[config.mk]
export PLATFORM = sky130hd
export DESIGN_NAME = rcdc_top
export DESIGN_NICKNAME = d
export VERILOG_FILES = /design/src/rcdc_sync.v /design/src/rcdc_top.v
export VERILOG_INCLUDE_DIRS = /design/src /design/src/src
export SDC_FILE = /design/constraint.sdc
export NUM_CORES = 1
export LEC_CHECK = 0
export ABC_AREA = 1
export ABC_CLOCK_PERIOD_IN_PS = 1600
export BUFFER_PORTS_ARGS = -buffer_cell sky130_fd_sc_hd__clkbuf_2
export CAP_MARGIN = 10
export CORE_UTILIZATION = 30
export CTS_CLUSTER_SIZE = 20
export DETAILED_ROUTE_END_ITERATION = 12
export PLACE_DENSITY = 0.51
export SLEW_MARGIN = 15
export SYNTH_ARGS = -nofsm -noshare
export SYNTH_HDL_FRONTEND = slang
export SYNTH_SLANG_ARGS = --single-unit
[constraint.sdc]
create_clock -name clk_sys -period 1.6 [get_ports clk_sys]
set_input_delay 0.16 -clock clk_sys [delete_from_list [all_inputs] [get_ports clk_sys]]
set_output_delay 0.16 -clock clk_sys [all_outputs]
set_load 0.02 [all_outputs]
[src/rcdc_map.vh]
// Register map, reset values and timing constants for the reset and clock-domain controller
`ifndef RCDC_MAP_VH
`define RCDC_MAP_VH
// Register byte offsets
`define RCDC_CTRL_OFS 8'h00
`define RCDC_STAT_OFS 8'h04
`define RCDC_CAUSE_OFS 8'h08
`define RCDC_STRAP_OFS 8'h0C
`define RCDC_HSIO_OFS 8'h10
// Control fields
`define RCDC_CTRL_HOST_RESET_AT_POWERUP_ENABLE_BIT 0
`define RCDC_CTRL_XTALOFF_BIT 1
`define RCDC_CTRL_R2EN_BIT 2
`define RCDC_CTRL_R2SEL_BIT 3
`define RCDC_CTRL_CLK_LSB 4
`define RCDC_CTRL_CLK_MSB 7
`define RCDC_CTRL_RESET 32'h0000_0000
// Host config register fields
`define RCDC_HSIO_SWRST_BIT 1
`define RCDC_HSIO_LOCK_BIT 7
`define RCDC_HSIO_RESET 8'h00
// Clock generator default code (4 MHz)
`define RCDC_CLKSEL_DEFAULT 4'h4
// Reset cause codes
`define RCDC_CAUSE_POR 4'h1
`define RCDC_CAUSE_WDT 4'h2
`define RCDC_CAUSE_DBG 4'h4
`define RCDC_CAUSE_WARM 4'h8
// Internal reset delay in ns, and its cycle count at 10 ns
`define RCDC_IRST_NS 2000
`define RCDC_CLK_NS 10
`define RCDC_IRST_CYC ((`RCDC_IRST_NS + `RCDC_CLK_NS - 1) / `RCDC_CLK_NS)
`define RCDC_CNT_W 16
// LPC sync codes for long wait and ready
`define RCDC_SYNC_LWAIT 4'h6
`define RCDC_SYNC_READY 4'h0
`endif

[src/rcdc_sync.v]
// Two-flop synchroniser with asynchronous active-low reset
`timescale 1ns/1ps
`default_nettype none
module rcdc_sync #(
	parameter W = 1
) (
	input wire clk,
	input wire resetn,
	input wire [W-1:0] asyncIn,
	output reg [W-1:0] syncOut
);
	reg [W-1:0] meta_q;
	always @(posedge clk or negedge resetn) begin
		if (!resetn) begin
			meta_q <= {W{1'b0}};
			syncOut <= {W{1'b0}};
		end else begin
			meta_q <= asyncIn;
			syncOut <= meta_q;
		end
	end
endmodule
`default_nettype wire

[src/rcdc_top.v]
// Reset sequencer and clock-domain control with AXI4-Lite registers
//
// How it works
// RL1: retained-rail reset holds while rail not good; clears retained registers.
// RL2: power-up reset ends a fixed internal delay after clocks are stable.
// RL3: host accesses during reset get long-wait sync until reset ends.
// RL4: with host-reset-at-powerup set, keyboard host reset asserts until reset done; the bit is cleared during power-up, so only later resets assert it.
// RL5: power-up enables 32 KHz crystal, default clock, reloads supply-retained registers.
// RL6: power-up floats strap pins, enables pull-downs, then samples straps.
// RL7: power-up also resets test-access logic, wake control, port C bit zero, warm actions.
// RL8: watchdog and debugger resets repeat power-up actions, same length, no strap resample.
// RL9: those keep test-access logic; reset clock gen; port C bit zero only on watchdog.
// RL10: warm reset on primary reset falling edge; power-up reset wins.
// RL11: warm reset aborts core, discards results, drops interrupts, clears edge latch.
// RL12: warm reset deasserts bus strobes and selects, floats address and data buses.
// RL13: warm reset: Active mode, defaults except retained regs, debug reset, straps kept.
// RL14: host domain stays in reset while primary reset input is low.
// RL15: flash setting enables secondary host reset on one of two pins, as GPIO interrupt.
// RL16: host hardware reset while primary low, or secondary low with host power up.
// RL17: host hardware reset idles LPC engine, clears config and shared-memory registers.
// RL18: writing 1 to bit 1 of host config register starts host software reset.
// RL19: lock bits survive software reset; only hardware reset unlocks.
// RL20: power-up sets clock generator to 4 MHz code; firmware may change it.
// RL21: host supplies LPC clock at most 33 MHz, possibly slowed.
// RL22: 32 KHz reference enabled at power-up, kept running while retained rail is up.
// RL23: every reset source releases synchronously; only resetn asserts asynchronously, the others are synchronised to clk_sys.
`timescale 1ns/1ps
`default_nettype none
`include "rcdc_map.vh"
module rcdc_top #(
	parameter IRST_CYC = `RCDC_IRST_CYC
) (
	input wire clk_sys,
	input wire resetn,
	input wire retainGood,
	input wire supplyPorN,
	input wire clocksStable,
	input wire watchdogReq,
	input wire debugResetReq,
	input wire primaryResetN,
	input wire secondaryResetPinA,
	input wire secondaryResetPinB,
	input wire hostPowerOn,
	input wire flashR2Enable,
	input wire flashR2Select,
	input wire lpcBusClockPin,
	input wire lpcAccessReq,
	input wire [2:0] strapIn,
	output wire [2:0] strapOut,
	output wire [2:0] strapOe,
	output wire [2:0] strapPullDown,
	output reg [3:0] lpcSync,
	output reg lpcSyncValid,
	output wire keyboardHostResetOut,
	output wire coreResetN,
	output wire coreAbort,
	output wire tapResetN,
	output wire wakeCtrlResetN,
	output wire retainedResetN,
	output wire portCBitZeroResetN,
	output wire hostHwResetN,
	output wire hostSwResetPulse,
	output wire lpcEngineIdle,
	output wire busCtrlDeassert,
	output wire busFloat,
	output wire coreActiveMode,
	output wire secondaryResetIrq,
	output reg xtalEnable,
	output reg [3:0] clockGenSel,
	output wire lpcClockSeen,
	input wire [7:0] s_axi_awaddr,
	input wire s_axi_awvalid,
	output wire s_axi_awready,
	input wire [31:0] s_axi_wdata,
	input wire [3:0] s_axi_wstrb,
	input wire s_axi_wvalid,
	output wire s_axi_wready,
	output reg [1:0] s_axi_bresp,
	output reg s_axi_bvalid,
	input wire s_axi_bready,
	input wire [7:0] s_axi_araddr,
	input wire s_axi_arvalid,
	output wire s_axi_arready,
	output reg [31:0] s_axi_rdata,
	output reg [1:0] s_axi_rresp,
	output reg s_axi_rvalid,
	input wire s_axi_rready
);
	// ----------------------------------------
	// Input synchronisers
	// ----------------------------------------
	wire [10:0] syncV;
	rcdc_sync #(.W(11)) uSync (
		.clk(clk_sys),
		.resetn(resetn),
		.asyncIn({retainGood, supplyPorN, clocksStable, watchdogReq, debugResetReq, primaryResetN,
			secondaryResetPinA, secondaryResetPinB, hostPowerOn, lpcBusClockPin, lpcAccessReq}),
		.syncOut(syncV)
	);
	wire retGoodS = syncV[10];
	wire supplyPorNS = syncV[9];
	wire clkStableS = syncV[8];
	wire wdReqS = syncV[7];
	wire dbgReqS = syncV[6];
	wire prim_s = syncV[5];
	wire r2aS = syncV[4];
	wire r2bS = syncV[3];
	wire hostPwrS = syncV[2];
	wire lclkS = syncV[1];
	wire lpcReqS = syncV[0];
	wire [2:0] strapS;
	rcdc_sync #(.W(3)) uSyncStrap (
		.clk(clk_sys),
		.resetn(resetn),
		.asyncIn(strapIn),
		.syncOut(strapS)
	);

	// ----------------------------------------
	// Reset sequencer state machine
	// ----------------------------------------
	localparam [3:0] ST_RUN = 4'b0001;
	localparam [3:0] ST_WAITCLK = 4'b0010;
	localparam [3:0] ST_DELAY = 4'b0100;
	localparam [3:0] ST_WARM = 4'b1000;

	reg [3:0] state_q;
	reg [`RCDC_CNT_W-1:0] cnt_q;
	reg porPhase_q;
	reg tapReset_q;
	reg pc0Reset_q;
	reg [3:0] cause_q;
	reg primPrev_q;
	reg [2:0] strap_q;
	reg strapFloat_q;
	reg lclkPrev_q;
	reg lclkSeen_q;

	wire primFall = primPrev_q & ~prim_s;
	wire [`RCDC_CNT_W-1:0] irstLast = IRST_CYC[`RCDC_CNT_W-1:0] - 16'h0001;
	wire inReset = ~state_q[0];
	wire porStart = ~supplyPorNS;

	// Supply power-up reset is asserted by resetn (async) and by the synchronised
	// power-good input, so the whole machine releases only on clk_sys.
	always @(posedge clk_sys or negedge resetn) begin
		if (!resetn) begin
			state_q <= ST_WAITCLK;
			cnt_q <= {`RCDC_CNT_W{1'b0}};
			porPhase_q <= 1'b1;
			tapReset_q <= 1'b1;
			pc0Reset_q <= 1'b1;
			cause_q <= `RCDC_CAUSE_POR;
			primPrev_q <= 1'b1;
			strapFloat_q <= 1'b1;
			strap_q <= 3'h0;
		end else begin
			primPrev_q <= prim_s;
			if (porStart) begin
				// Power-up wins over any coincident warm or watchdog event
				state_q <= ST_WAITCLK; // RL10
				cnt_q <= {`RCDC_CNT_W{1'b0}};
				porPhase_q <= 1'b1;
				tapReset_q <= 1'b1; // RL7
				pc0Reset_q <= 1'b1; // RL7
				strapFloat_q <= 1'b1; // RL6
				cause_q <= `RCDC_CAUSE_POR;
			end else if (wdReqS || dbgReqS) begin
				// Same duration as power-up, straps and test-access logic untouched
				state_q <= ST_DELAY; // RL8
				cnt_q <= {`RCDC_CNT_W{1'b0}};
				porPhase_q <= 1'b0;
				pc0Reset_q <= wdReqS; // RL9
				cause_q <= wdReqS ? `RCDC_CAUSE_WDT : `RCDC_CAUSE_DBG;
			end else if (primFall && state_q[0]) begin
				state_q <= ST_WARM; // RL10
				cause_q <= `RCDC_CAUSE_WARM;
			end else begin
				case (state_q)
					ST_WAITCLK: begin
						if (clkStableS) begin
							state_q <= ST_DELAY;
						end
					end
					ST_DELAY: begin
						if (cnt_q >= irstLast) begin
							state_q <= ST_RUN; // RL2
							if (strapFloat_q) begin
								strap_q <= strapS; // RL6
							end
							strapFloat_q <= 1'b0;
							porPhase_q <= 1'b0;
							tapReset_q <= 1'b0;
							pc0Reset_q <= 1'b0;
						end else begin
							cnt_q <= cnt_q + 16'h0001;
						end
					end
					ST_WARM: begin
						state_q <= ST_RUN;
					end
					ST_RUN: begin
						cnt_q <= {`RCDC_CNT_W{1'b0}};
					end
					default: begin
						state_q <= ST_WAITCLK;
					end
				endcase
			end
		end
	end

	// Strap pins are released to pull-downs during power-up; sampled at its end.
	assign strapOut = 3'h0; // RL6
	assign strapOe = 3'h0; // RL6
	assign strapPullDown = {3{strapFloat_q}}; // RL6

	// ----------------------------------------
	// Reset outputs
	// ----------------------------------------
	assign coreResetN = ~inReset; // RL23
	assign coreAbort = inReset; // RL11
	assign busCtrlDeassert = inReset; // RL12
	assign busFloat = inReset; // RL12
	assign coreActiveMode = ~inReset; // RL13
	assign tapResetN = ~tapReset_q; // RL7
	assign wakeCtrlResetN = ~(inReset & (porPhase_q | cause_q != `RCDC_CAUSE_WARM)); // RL7
	assign portCBitZeroResetN = ~pc0Reset_q; // RL9
	assign retainedResetN = retGoodS; // RL1

	// ----------------------------------------
	// Host domain reset
	// ----------------------------------------
	reg [31:0] ctrl_q;
	reg [7:0] hsio_q;
	reg hostSw_q;
	wire r2En = flashR2Enable; // RL15
	wire r2Pin = flashR2Select ? r2bS : r2aS; // RL15
	wire r2Active = r2En & ~r2Pin & hostPwrS; // RL16
	wire hostHw = ~prim_s | r2Active | porPhase_q; // RL14
	assign hostHwResetN = ~hostHw; // RL16
	assign lpcEngineIdle = hostHw; // RL17
	assign hostSwResetPulse = hostSw_q; // RL18
	assign secondaryResetIrq = r2En & ~r2Pin; // RL15
	assign keyboardHostResetOut = ctrl_q[`RCDC_CTRL_HOST_RESET_AT_POWERUP_ENABLE_BIT] & inReset; // RL4

	// ----------------------------------------
	// LPC stall and link clock observation
	// ----------------------------------------
	always @(posedge clk_sys or negedge resetn) begin
		if (!resetn) begin
			lpcSync <= `RCDC_SYNC_READY;
			lpcSyncValid <= 1'b0;
			lclkPrev_q <= 1'b0;
			lclkSeen_q <= 1'b0;
		end else begin
			lclkPrev_q <= lclkS;
			if (lclkS & ~lclkPrev_q) begin
				lclkSeen_q <= 1'b1;
			end
			lpcSyncValid <= lpcReqS;
			lpcSync <= inReset ? `RCDC_SYNC_LWAIT : `RCDC_SYNC_READY; // RL3
		end
	end
	assign lpcClockSeen = lclkSeen_q;

	// ----------------------------------------
	// AXI4-Lite register slave
	// ----------------------------------------
	reg awHeld_q;
	reg wHeld_q;
	reg [7:0] awAddr_q;
	reg [31:0] wData_q;
	reg [3:0] wStrb_q;
	assign s_axi_awready = ~awHeld_q & ~s_axi_bvalid;
	assign s_axi_wready = ~wHeld_q & ~s_axi_bvalid;
	assign s_axi_arready = ~s_axi_rvalid;
	wire doWrite = awHeld_q & wHeld_q & ~s_axi_bvalid;

	function [31:0] mergeBytes;
		input [31:0] old;
		input [31:0] nw;
		input [3:0] strb;
		integer i;
		begin
			mergeBytes = old;
			for (i = 0; i < 4; i = i + 1) begin
				if (strb[i]) begin
					mergeBytes[i*8 +: 8] = nw[i*8 +: 8];
				end
			end
		end
	endfunction

	function known;
		input [7:0] a;
		begin
			known = (a == `RCDC_CTRL_OFS) || (a == `RCDC_STAT_OFS) || (a == `RCDC_CAUSE_OFS) ||
				(a == `RCDC_STRAP_OFS) || (a == `RCDC_HSIO_OFS);
		end
	endfunction

	wire [31:0] ctrlNew = mergeBytes(ctrl_q, wData_q, wStrb_q);
	wire [31:0] hsioNew = mergeBytes({24'h0, hsio_q}, wData_q, wStrb_q);

	always @(posedge clk_sys or negedge resetn) begin
		if (!resetn) begin
			awHeld_q <= 1'b0;
			wHeld_q <= 1'b0;
			awAddr_q <= 8'h00;
			wData_q <= 32'h0000_0000;
			wStrb_q <= 4'h0;
			s_axi_bvalid <= 1'b0;
			s_axi_bresp <= 2'h0;
			s_axi_rvalid <= 1'b0;
			s_axi_rresp <= 2'h0;
			s_axi_rdata <= 32'h0000_0000;
			ctrl_q <= `RCDC_CTRL_RESET;
			hsio_q <= `RCDC_HSIO_RESET;
			hostSw_q <= 1'b0;
			xtalEnable <= 1'b1;
			clockGenSel <= `RCDC_CLKSEL_DEFAULT;
		end else begin
			hostSw_q <= 1'b0;
			if (s_axi_awvalid && s_axi_awready) begin
				awHeld_q <= 1'b1;
				awAddr_q <= s_axi_awaddr;
			end
			if (s_axi_wvalid && s_axi_wready) begin
				wHeld_q <= 1'b1;
				wData_q <= s_axi_wdata;
				wStrb_q <= s_axi_wstrb;
			end
			if (doWrite) begin
				awHeld_q <= 1'b0;
				wHeld_q <= 1'b0;
				s_axi_bvalid <= 1'b1;
				s_axi_bresp <= known(awAddr_q) ? 2'h0 : 2'h2;
				if (awAddr_q == `RCDC_CTRL_OFS) begin
					ctrl_q <= ctrlNew;
				end
				if (awAddr_q == `RCDC_HSIO_OFS) begin
					// Lock bit can only be set here; only hardware reset clears it
					hsio_q[`RCDC_HSIO_LOCK_BIT] <= hsio_q[`RCDC_HSIO_LOCK_BIT] | hsioNew[7]; // RL19
					if (!hsio_q[`RCDC_HSIO_LOCK_BIT]) begin
						hsio_q[6:2] <= hsioNew[6:2];
						hsio_q[0] <= hsioNew[0];
					end
					if (hsioNew[`RCDC_HSIO_SWRST_BIT] && wStrb_q[0]) begin
						hostSw_q <= 1'b1; // RL18
						if (!hsio_q[`RCDC_HSIO_LOCK_BIT]) begin
							hsio_q[6:2] <= 5'h00; // RL18
							hsio_q[0] <= 1'b0;
						end
					end
				end
			end else if (s_axi_bvalid && s_axi_bready) begin
				s_axi_bvalid <= 1'b0;
			end
			if (s_axi_arvalid && s_axi_arready) begin
				s_axi_rvalid <= 1'b1;
				s_axi_rresp <= known(s_axi_araddr) ? 2'h0 : 2'h2;
				case (s_axi_araddr)
					`RCDC_CTRL_OFS: s_axi_rdata <= ctrl_q;
					`RCDC_STAT_OFS: s_axi_rdata <= {23'h0, lclkSeen_q, hostHw, retGoodS, xtalEnable,
						porPhase_q, state_q};
					`RCDC_CAUSE_OFS: s_axi_rdata <= {28'h0, cause_q};
					`RCDC_STRAP_OFS: s_axi_rdata <= {29'h0, strap_q};
					`RCDC_HSIO_OFS: s_axi_rdata <= {24'h0, hsio_q};
					default: s_axi_rdata <= 32'h0000_0000;
				endcase
			end else if (s_axi_rvalid && s_axi_rready) begin
				s_axi_rvalid <= 1'b0;
			end
			if (porPhase_q) begin
				// Supply-retained defaults, clock default, crystal on, host regs cleared
				ctrl_q <= `RCDC_CTRL_RESET; // RL5
				xtalEnable <= 1'b1; // RL22
				clockGenSel <= `RCDC_CLKSEL_DEFAULT; // RL20
				hsio_q <= `RCDC_HSIO_RESET; // RL17
			end else begin
				if (inReset && cause_q != `RCDC_CAUSE_WARM) begin
					clockGenSel <= `RCDC_CLKSEL_DEFAULT; // RL9
				end else if (doWrite && awAddr_q == `RCDC_CTRL_OFS) begin
					clockGenSel <= ctrlNew[`RCDC_CTRL_CLK_MSB:`RCDC_CTRL_CLK_LSB];
					// Crystal stays on while retained rail is up
					xtalEnable <= ~ctrlNew[`RCDC_CTRL_XTALOFF_BIT] | retGoodS; // RL22
				end
				if (hostHw) begin
					hsio_q <= `RCDC_HSIO_RESET; // RL17
				end
			end
		end
	end
endmodule
`default_nettype wire

Yosys cells after proc, flatten, opt, wreduce, memory -nomap -nowiden
Cells that the tools add are included.
{"block": "totals", "elab_cells": 208, "input_bits": 75, "register_bits": 195, "out_inout_bits": 75}
{"block": "op_classes", "n_eq_ne": 27, "magnitude_cmp": 1, "addsub": 1, "n_reduce_logical": 47, "muxes": 66, "n_bitwise": 30}
{"cell": "$pmux 32 s5", "n": 1}
{"cell": "$mux 32", "n": 3}
{"cell": "$mux 16", "n": 4}
{"cell": "$mux 8", "n": 7}
{"cell": "$mux 4", "n": 11}
{"cell": "$eq 8x4->1 const B", "n": 4}
{"cell": "$pmux 16 s2", "n": 1}
{"cell": "$mux 1", "n": 29}
{"cell": "$reduce_bool 2->1", "n": 12}
{"cell": "$reduce_and 3->1", "n": 7}
{"cell": "$add 16x1->16 const B", "n": 1}
{"cell": "$eq 8x3->1 const B", "n": 2}
{"cell": "$eq 8x5->1 const B", "n": 2}
{"cell": "$ge 16x8->1 const B", "n": 1}
{"cell": "$logic_not 8->1", "n": 2}
{"cell": "$ne 4x4->1 const B", "n": 4}
{"cell": "$pmux 4 s4", "n": 1}
{"cell": "$mux 5", "n": 3}
{"cell": "$not 1->1", "n": 15}
{"cell": "$mux 6", "n": 2}
{"cell": "$ne 3x3->1 const B", "n": 4}
{"cell": "$and 1x1->1", "n": 10}
{"cell": "$ne 2x2->1 const B", "n": 5}
{"cell": "$ne 5x5->1 const B", "n": 2}
{"cell": "13 further kinds", "n": 39}

Depth between registers and ports, before layout
{"block": "logic_depth", "ltp_word": 8, "mapped_depth": 11}

Cells and area by module
A second synthesis with hierarchy kept.
{"block": "hier_totals", "hier_cells": 841, "hier_area_um2": 8175.3}
{"module": "rcdc_top", "area_per_inst_um2": 7474.7, "cells_each": 813, "seq_area_each_um2": 4063.9, "instances": 1}
{"module": "rcdc_sync at uSync", "area_per_inst_um2": 550.5, "cells_each": 22, "seq_area_each_um2": 550.5, "instances": 1}
{"module": "rcdc_sync at uSyncStrap", "area_per_inst_um2": 150.1, "cells_each": 6, "seq_area_each_um2": 150.1, "instances": 1}

Least setup slack after synthesis
No wires, ideal clock.
{"block": "synth_timing", "path_type": "reg2reg", "start": "register s_axi_bvalid", "end": "register wData_q[10]", "synth_period_minus_slack_ns": 1.624, "path_buffers": 1, "slack_ns": -0.024, "arrival_ns": 1.500, "stages_incl_launch_ff": 5, "cell_sequence": "dfrtp_1 > nor2_1 > nand2_2 > buf_2 > mux2_2"}
{"block": "synth_via", "elab_chain_cells": 3}
{"item": "from (decl)", "line_no": "rcdc_top.v:79", "text": "output reg s_axi_bvalid,"}
{"item": "from (signal assigned)", "line_no": "rcdc_top.v:313", "text": "s_axi_bvalid <= 1'b0;"}
{"item": "from (signal assigned)", "line_no": "rcdc_top.v:337", "text": "s_axi_bvalid <= 1'b1;"}
{"item": "from (signal assigned)", "line_no": "rcdc_top.v:358", "text": "s_axi_bvalid <= 1'b0;"}
{"item": "$not 1->1", "line_no": "rcdc_top.v:276", "text": "assign s_axi_wready = ~wHeld_q & ~s_axi_bvalid;"}
{"item": "$and 1x1->1", "line_no": "rcdc_top.v:276"}
{"item": "via s_axi_wready", "line_no": "rcdc_top.v:77", "text": "output wire s_axi_wready,"}
{"item": "$logic_and 1x1->1", "line_no": "rcdc_top.v:329", "text": "if (s_axi_wvalid && s_axi_wready) begin"}
{"item": "to (signal assigned)", "line_no": "rcdc_top.v:331", "text": "wData_q <= s_axi_wdata;"}
{"item": "to (decl)", "line_no": "rcdc_top.v:273", "text": "reg [31:0] wData_q;"}
The timed path passes the listed nets, and every way through them passes these cells.
A chain may end at the register's enable or synchronous reset.

Worst setup path after layout
{"block": "layout_timing", "start": "register awAddr_q[0]", "end": "register ctrl_q[23]"}
{"block": "layout_via", "elab_chain_cells": 3}
{"item": "from (decl)", "line_no": "rcdc_top.v:272", "text": "reg [7:0] awAddr_q;"}
{"item": "from (signal assigned)", "line_no": "rcdc_top.v:327", "text": "awAddr_q <= s_axi_awaddr;"}
{"item": "$logic_not 8->1 (no line)"}
{"item": "$reduce_bool 2->1 (no line)"}
{"item": "$reduce_and 3->1 (no line)"}
{"item": "to (signal assigned)", "line_no": "rcdc_top.v:318", "text": "ctrl_q <= `RCDC_CTRL_RESET;"}
{"item": "to (signal assigned)", "line_no": "rcdc_top.v:340", "text": "ctrl_q <= ctrlNew;"}
{"item": "to (signal assigned)", "line_no": "rcdc_top.v:377", "text": "ctrl_q <= `RCDC_CTRL_RESET;"}
{"item": "to (decl)", "line_no": "rcdc_top.v:234", "text": "reg [31:0] ctrl_q;"}
Every way passes these cells.

==> run summary <==
TritonCTS built the clock tree. The clock-pin slew on the worst setup and hold paths is 0.08 ns. The width of the die is between 150 and 200 um. The via count of the first global-routing pass was ~6300. The ratio of final minimum period to clock period came out at a little over nine tenths.

The H-tree depth reported by CTS is 4. The final weighted congestion in routability-driven placement came out at 0.819. The quantity of I/O buffers inserted on ports came out at about 140.

The time the final worst path needs with I/O delays and setup came out at ~1.5 ns. The data arrival time of the critical path is 1.90 ns. Detailed placement ended at an HPWL of 14500 um. In this run the mean area of a mapped cell was roughly 9.5 um2. 0 antenna diodes ended up in the layout. The count of different cell masters after synthesis is 35. The number of hold violations in the final report came out at 0. The critical path crosses 8 cells after its start point. In the final layout, flip-flops and latches occupy approximately 0.0048 mm2. Setup violations remaining at the end of the flow were counted as 0. The length in cells of the worst reg-to-reg path is 8. The critical path in this run is classified as flop to flop. For this design the static power due to leakage is ~5.4 nW. The total die area is 0.0277 mm2. In this run the worst path has a maximum fanout of 6. Synthesis inferred 190 register bits. Derived from the worst setup path, the maximum achievable clock frequency is ~650 MHz. The type of element launching the critical path is a flop. The count of nets left with antenna violations after detail routing is 0. The global-route wire length before repair is ~33000 um. Leaving out fill and tap cells, the most frequent cell in the layout is sky130_fd_sc_hd__dfrtp_1.

The final net count came out at 1179. The synthesized instance count is 859. The number of iterations in the first detailed-routing pass is 12. After floorplanning, the core was divided into 59 placement rows. The number of antenna violations at the first check in global routing was 0. Yosys mapped a number of flops with a built-in enable equal to 0.

The global-route congestion overflow total came out at 0. The routed layout has 6420 vias. The maximum number of buffers from clock root to sink is 2. The starting utilization of the core area came out at 30.9%. 150 I/O pins were placed. Together, buffers and inverters on the worst path number 1. The worst-skew pair later-pin latency came out at approximately 0.43 ns. The CTS sink count is 190. The flow ran to the end, but the final reports show violations. The design draws 0.0128 W. The final cell count without fillers is 1451. The initial DRC count came out at 388. The area of the mapped netlist came out at 0.00813 mm2. The signal on the critical path passes through nor2_2 -> nand2_2 -> nor2_4 -> nand2_4 -> nor2_4 -> buf_6 -> o21ai_1 -> nor2_1.

The areal power density over the cells is 1170 mW/mm2. The min-delay analysis places its worst path in the category input port to flop. Once placement completed, the tool counted placed cells totaling 1343. The largest net degree at the start of global routing is 41. Data on the critical path is required at its endpoint by 1.96 ns. In the routed design, unresolved DRC markers number 6. For this run, the number of Yosys warnings is 0. Clock tree synthesis selected as its root buffer the cell sky130_fd_sc_hd__clkbuf_16. The minimum setup slack in the final design came out at 0.0582 ns. The final clock skew is 0.0148 ns. The global-route usage over all layers is 15.4%.

The multi-input combinational cells in the finished layout cover a total of approximately 0.003 mm2. IR analysis of the VDD net gives a maximum drop of 0.000732 V. Summing the sequential cell areas from Yosys gives approximately three fifths of the chip area. Of all flip-flops after synthesis, the portion carrying an async set or reset was 100%. The overall die height came out at 167 um. The most numerous cell type found on the critical path is sky130_fd_sc_hd__nor2_4. The clock buffer count from CTS is 17. The largest incremental delay on the critical path came out at 0.39 ns. The worst setup slack before clock tree synthesis is between 0.03 and 0.04 ns. The reported max-cap violation count came out at 0. Of the cells placed in the final design, the portion with a size suffix greater than 1 is 32.1%. The library cells used most frequently in the layout, excluding fill and tap cells, are sky130_fd_sc_hd__dfrtp_1 (181), sky130_fd_sc_hd__nand2_1 (172), sky130_fd_sc_hd__clkbuf_2 (135). The number of pins with negative max-slew slack in the final report is 0. The kind of cell with the highest combined delay along the critical path is simple AND/OR/NAND/NOR gates. Wires add up to 20500 um. The library cell contributing the largest single delay on the critical path is sky130_fd_sc_hd__dfrtp_1.

After detailed routing, the average wire length per cell comes to 14.2 um. Setup repair after global routing could not meet its margin everywhere. Compared with the post-synthesis result, the final layout area differs by 34.7%. The layout has 2593 filler cells.

STA classifies the critical path endpoint as a flop. The worst hold path was traced through 4 stages. The final reports fail on design-rule violations.

In the routed layout, each cell is associated on average with a via count of roughly 4.4. The placeable core area came out at 0.0263 mm2. In the synthesized netlist the dominant register cell turns out to be sky130_fd_sc_hd__dfrtp_1.
layout make-up:
type | count | area share (%)
clock inverter | 14 | 1.54
timing repair buffer | 259 | 17.4
sequential | 190 | 43.6
inverter | 73 | 2.62
tap | 335 | 3.83
multi-input combinational | 562 | 27.0
clock buffer | 18 | 4.01
cells by family (layout without fill, tap and decap cells):
logic type / count (synthesis) / after routing / synth area share [%]
and+or+nand+nor: 417 / 417 / 22.9
DFF: 190 / 190 / 58.6
buffers and inverters: 116 / 364 / 6.82
AOI/OAI and AO/OA: 99 / 99 / 6.61
muxes: 35 / 35 / 4.85
adders and majority gates: 1 / 1 / 0.154
other: 1 / 10 / 0.0462
per-stage QoR:
stage / setup TNS, ns / hold slack (ns) / cell area, um2 / util, %
after CTS: 0 / 0.170 / 10700 / 40.8
after global placement: 0 / 0.0931 / 9450 / 36.0
after detailed placement: 0 / 0.0941 / 9450 / 36.0
final: 0 / 0.177 / 10900 / 41.6
after global routing: -0.759 / 0.189 / 10900 / 41.6
after floorplan: 0 / -0.136 / 8160 / -
sequential cells by signal (all words and copies together), names as in the netlist, 4 cells and up:
signal	count
wData_q	32
ctrl_q	32
state_q	4
cause_q	4
awAddr_q	8
s_axi_rdata	32
wStrb_q	4
uSync.syncOut	11
clockGenSel	4
hsio_q	7
cnt_q	16
uSync.meta_q	11
per-layer routing:
metal	share of wire (%)	routed length, um	GRT usage (%)	vias up
li1	-	-	-	3246
met1	50	10200	21.5	3023
met2	45	9310	23.9	136
met3	3.4	697	2.83	15
met4	1.6	326	5.07	0
met5	0	0	0	-
power by group:
part	switching (W)	internal, W	leakage (nW)
registers	0.000441	0.00550	2.42
clock network	0.00207	0.00229	0.292
logic	0.00135	0.00115	2.74
timing repair:
action,in CTS,in global routing
hold buffers,61,0
hold endpoints to repair,246,0
resized for setup,11,61
endpoints found under the setup margin,8,53
pin swaps,2,28
buffers inserted,4,11
synth_stat cells, drive strengths merged (2+ instances only):
library cell / instances / area, um2
nand2: 193 / 774
dfrtp: 182 / 4550
nor2: 124 / 531
nand3: 85 / 460
inv: 72 / 273
o21ai: 60 / 319
mux2: 35 / 394
buf: 33 / 240
a21oi: 26 / 130
clkbuf: 10 / 37.5
nand4: 10 / 62.6
dfstp: 8 / 210
a31oi: 7 / 43.8
a21boi: 3 / 22.5
nand3b: 2 / 15.0
nor3: 2 / 10.0
worst reg2reg max path, delay by kind of cell (launching register included):
kind / cells / cell delay (ns)
AND/OR/NAND/NOR: 6 / 0.87
buffers and inverters: 1 / 0.16
flip-flops: 1 / 0.39
AO/OA/AOI/OAI: 1 / 0.06
final timing paths:
check                                        endpoint  slack [ns]                      start
setup / recovery               ctrl_q[23]$_DFFE_PN0P_        0.06    awAddr_q[0]$_DFFE_PN0P_
setup reg to reg               ctrl_q[23]$_DFFE_PN0P_        0.06    awAddr_q[0]$_DFFE_PN0P_
max in group asynchronous      xtalEnable$_DFFE_PN1P_        0.82                     resetn
hold / removal                 wStrb_q[3]$_DFFE_PN0P_        0.18               s_axi_wvalid
min in group asynchronous   uSync.meta_q[0]$_DFF_PN0_        0.19                     resetn
hold reg to reg            uSync.syncOut[8]$_DFF_PN0_        0.35  uSync.meta_q[8]$_DFF_PN0_
No activity file was read; power rests on OpenSTA's default activity.
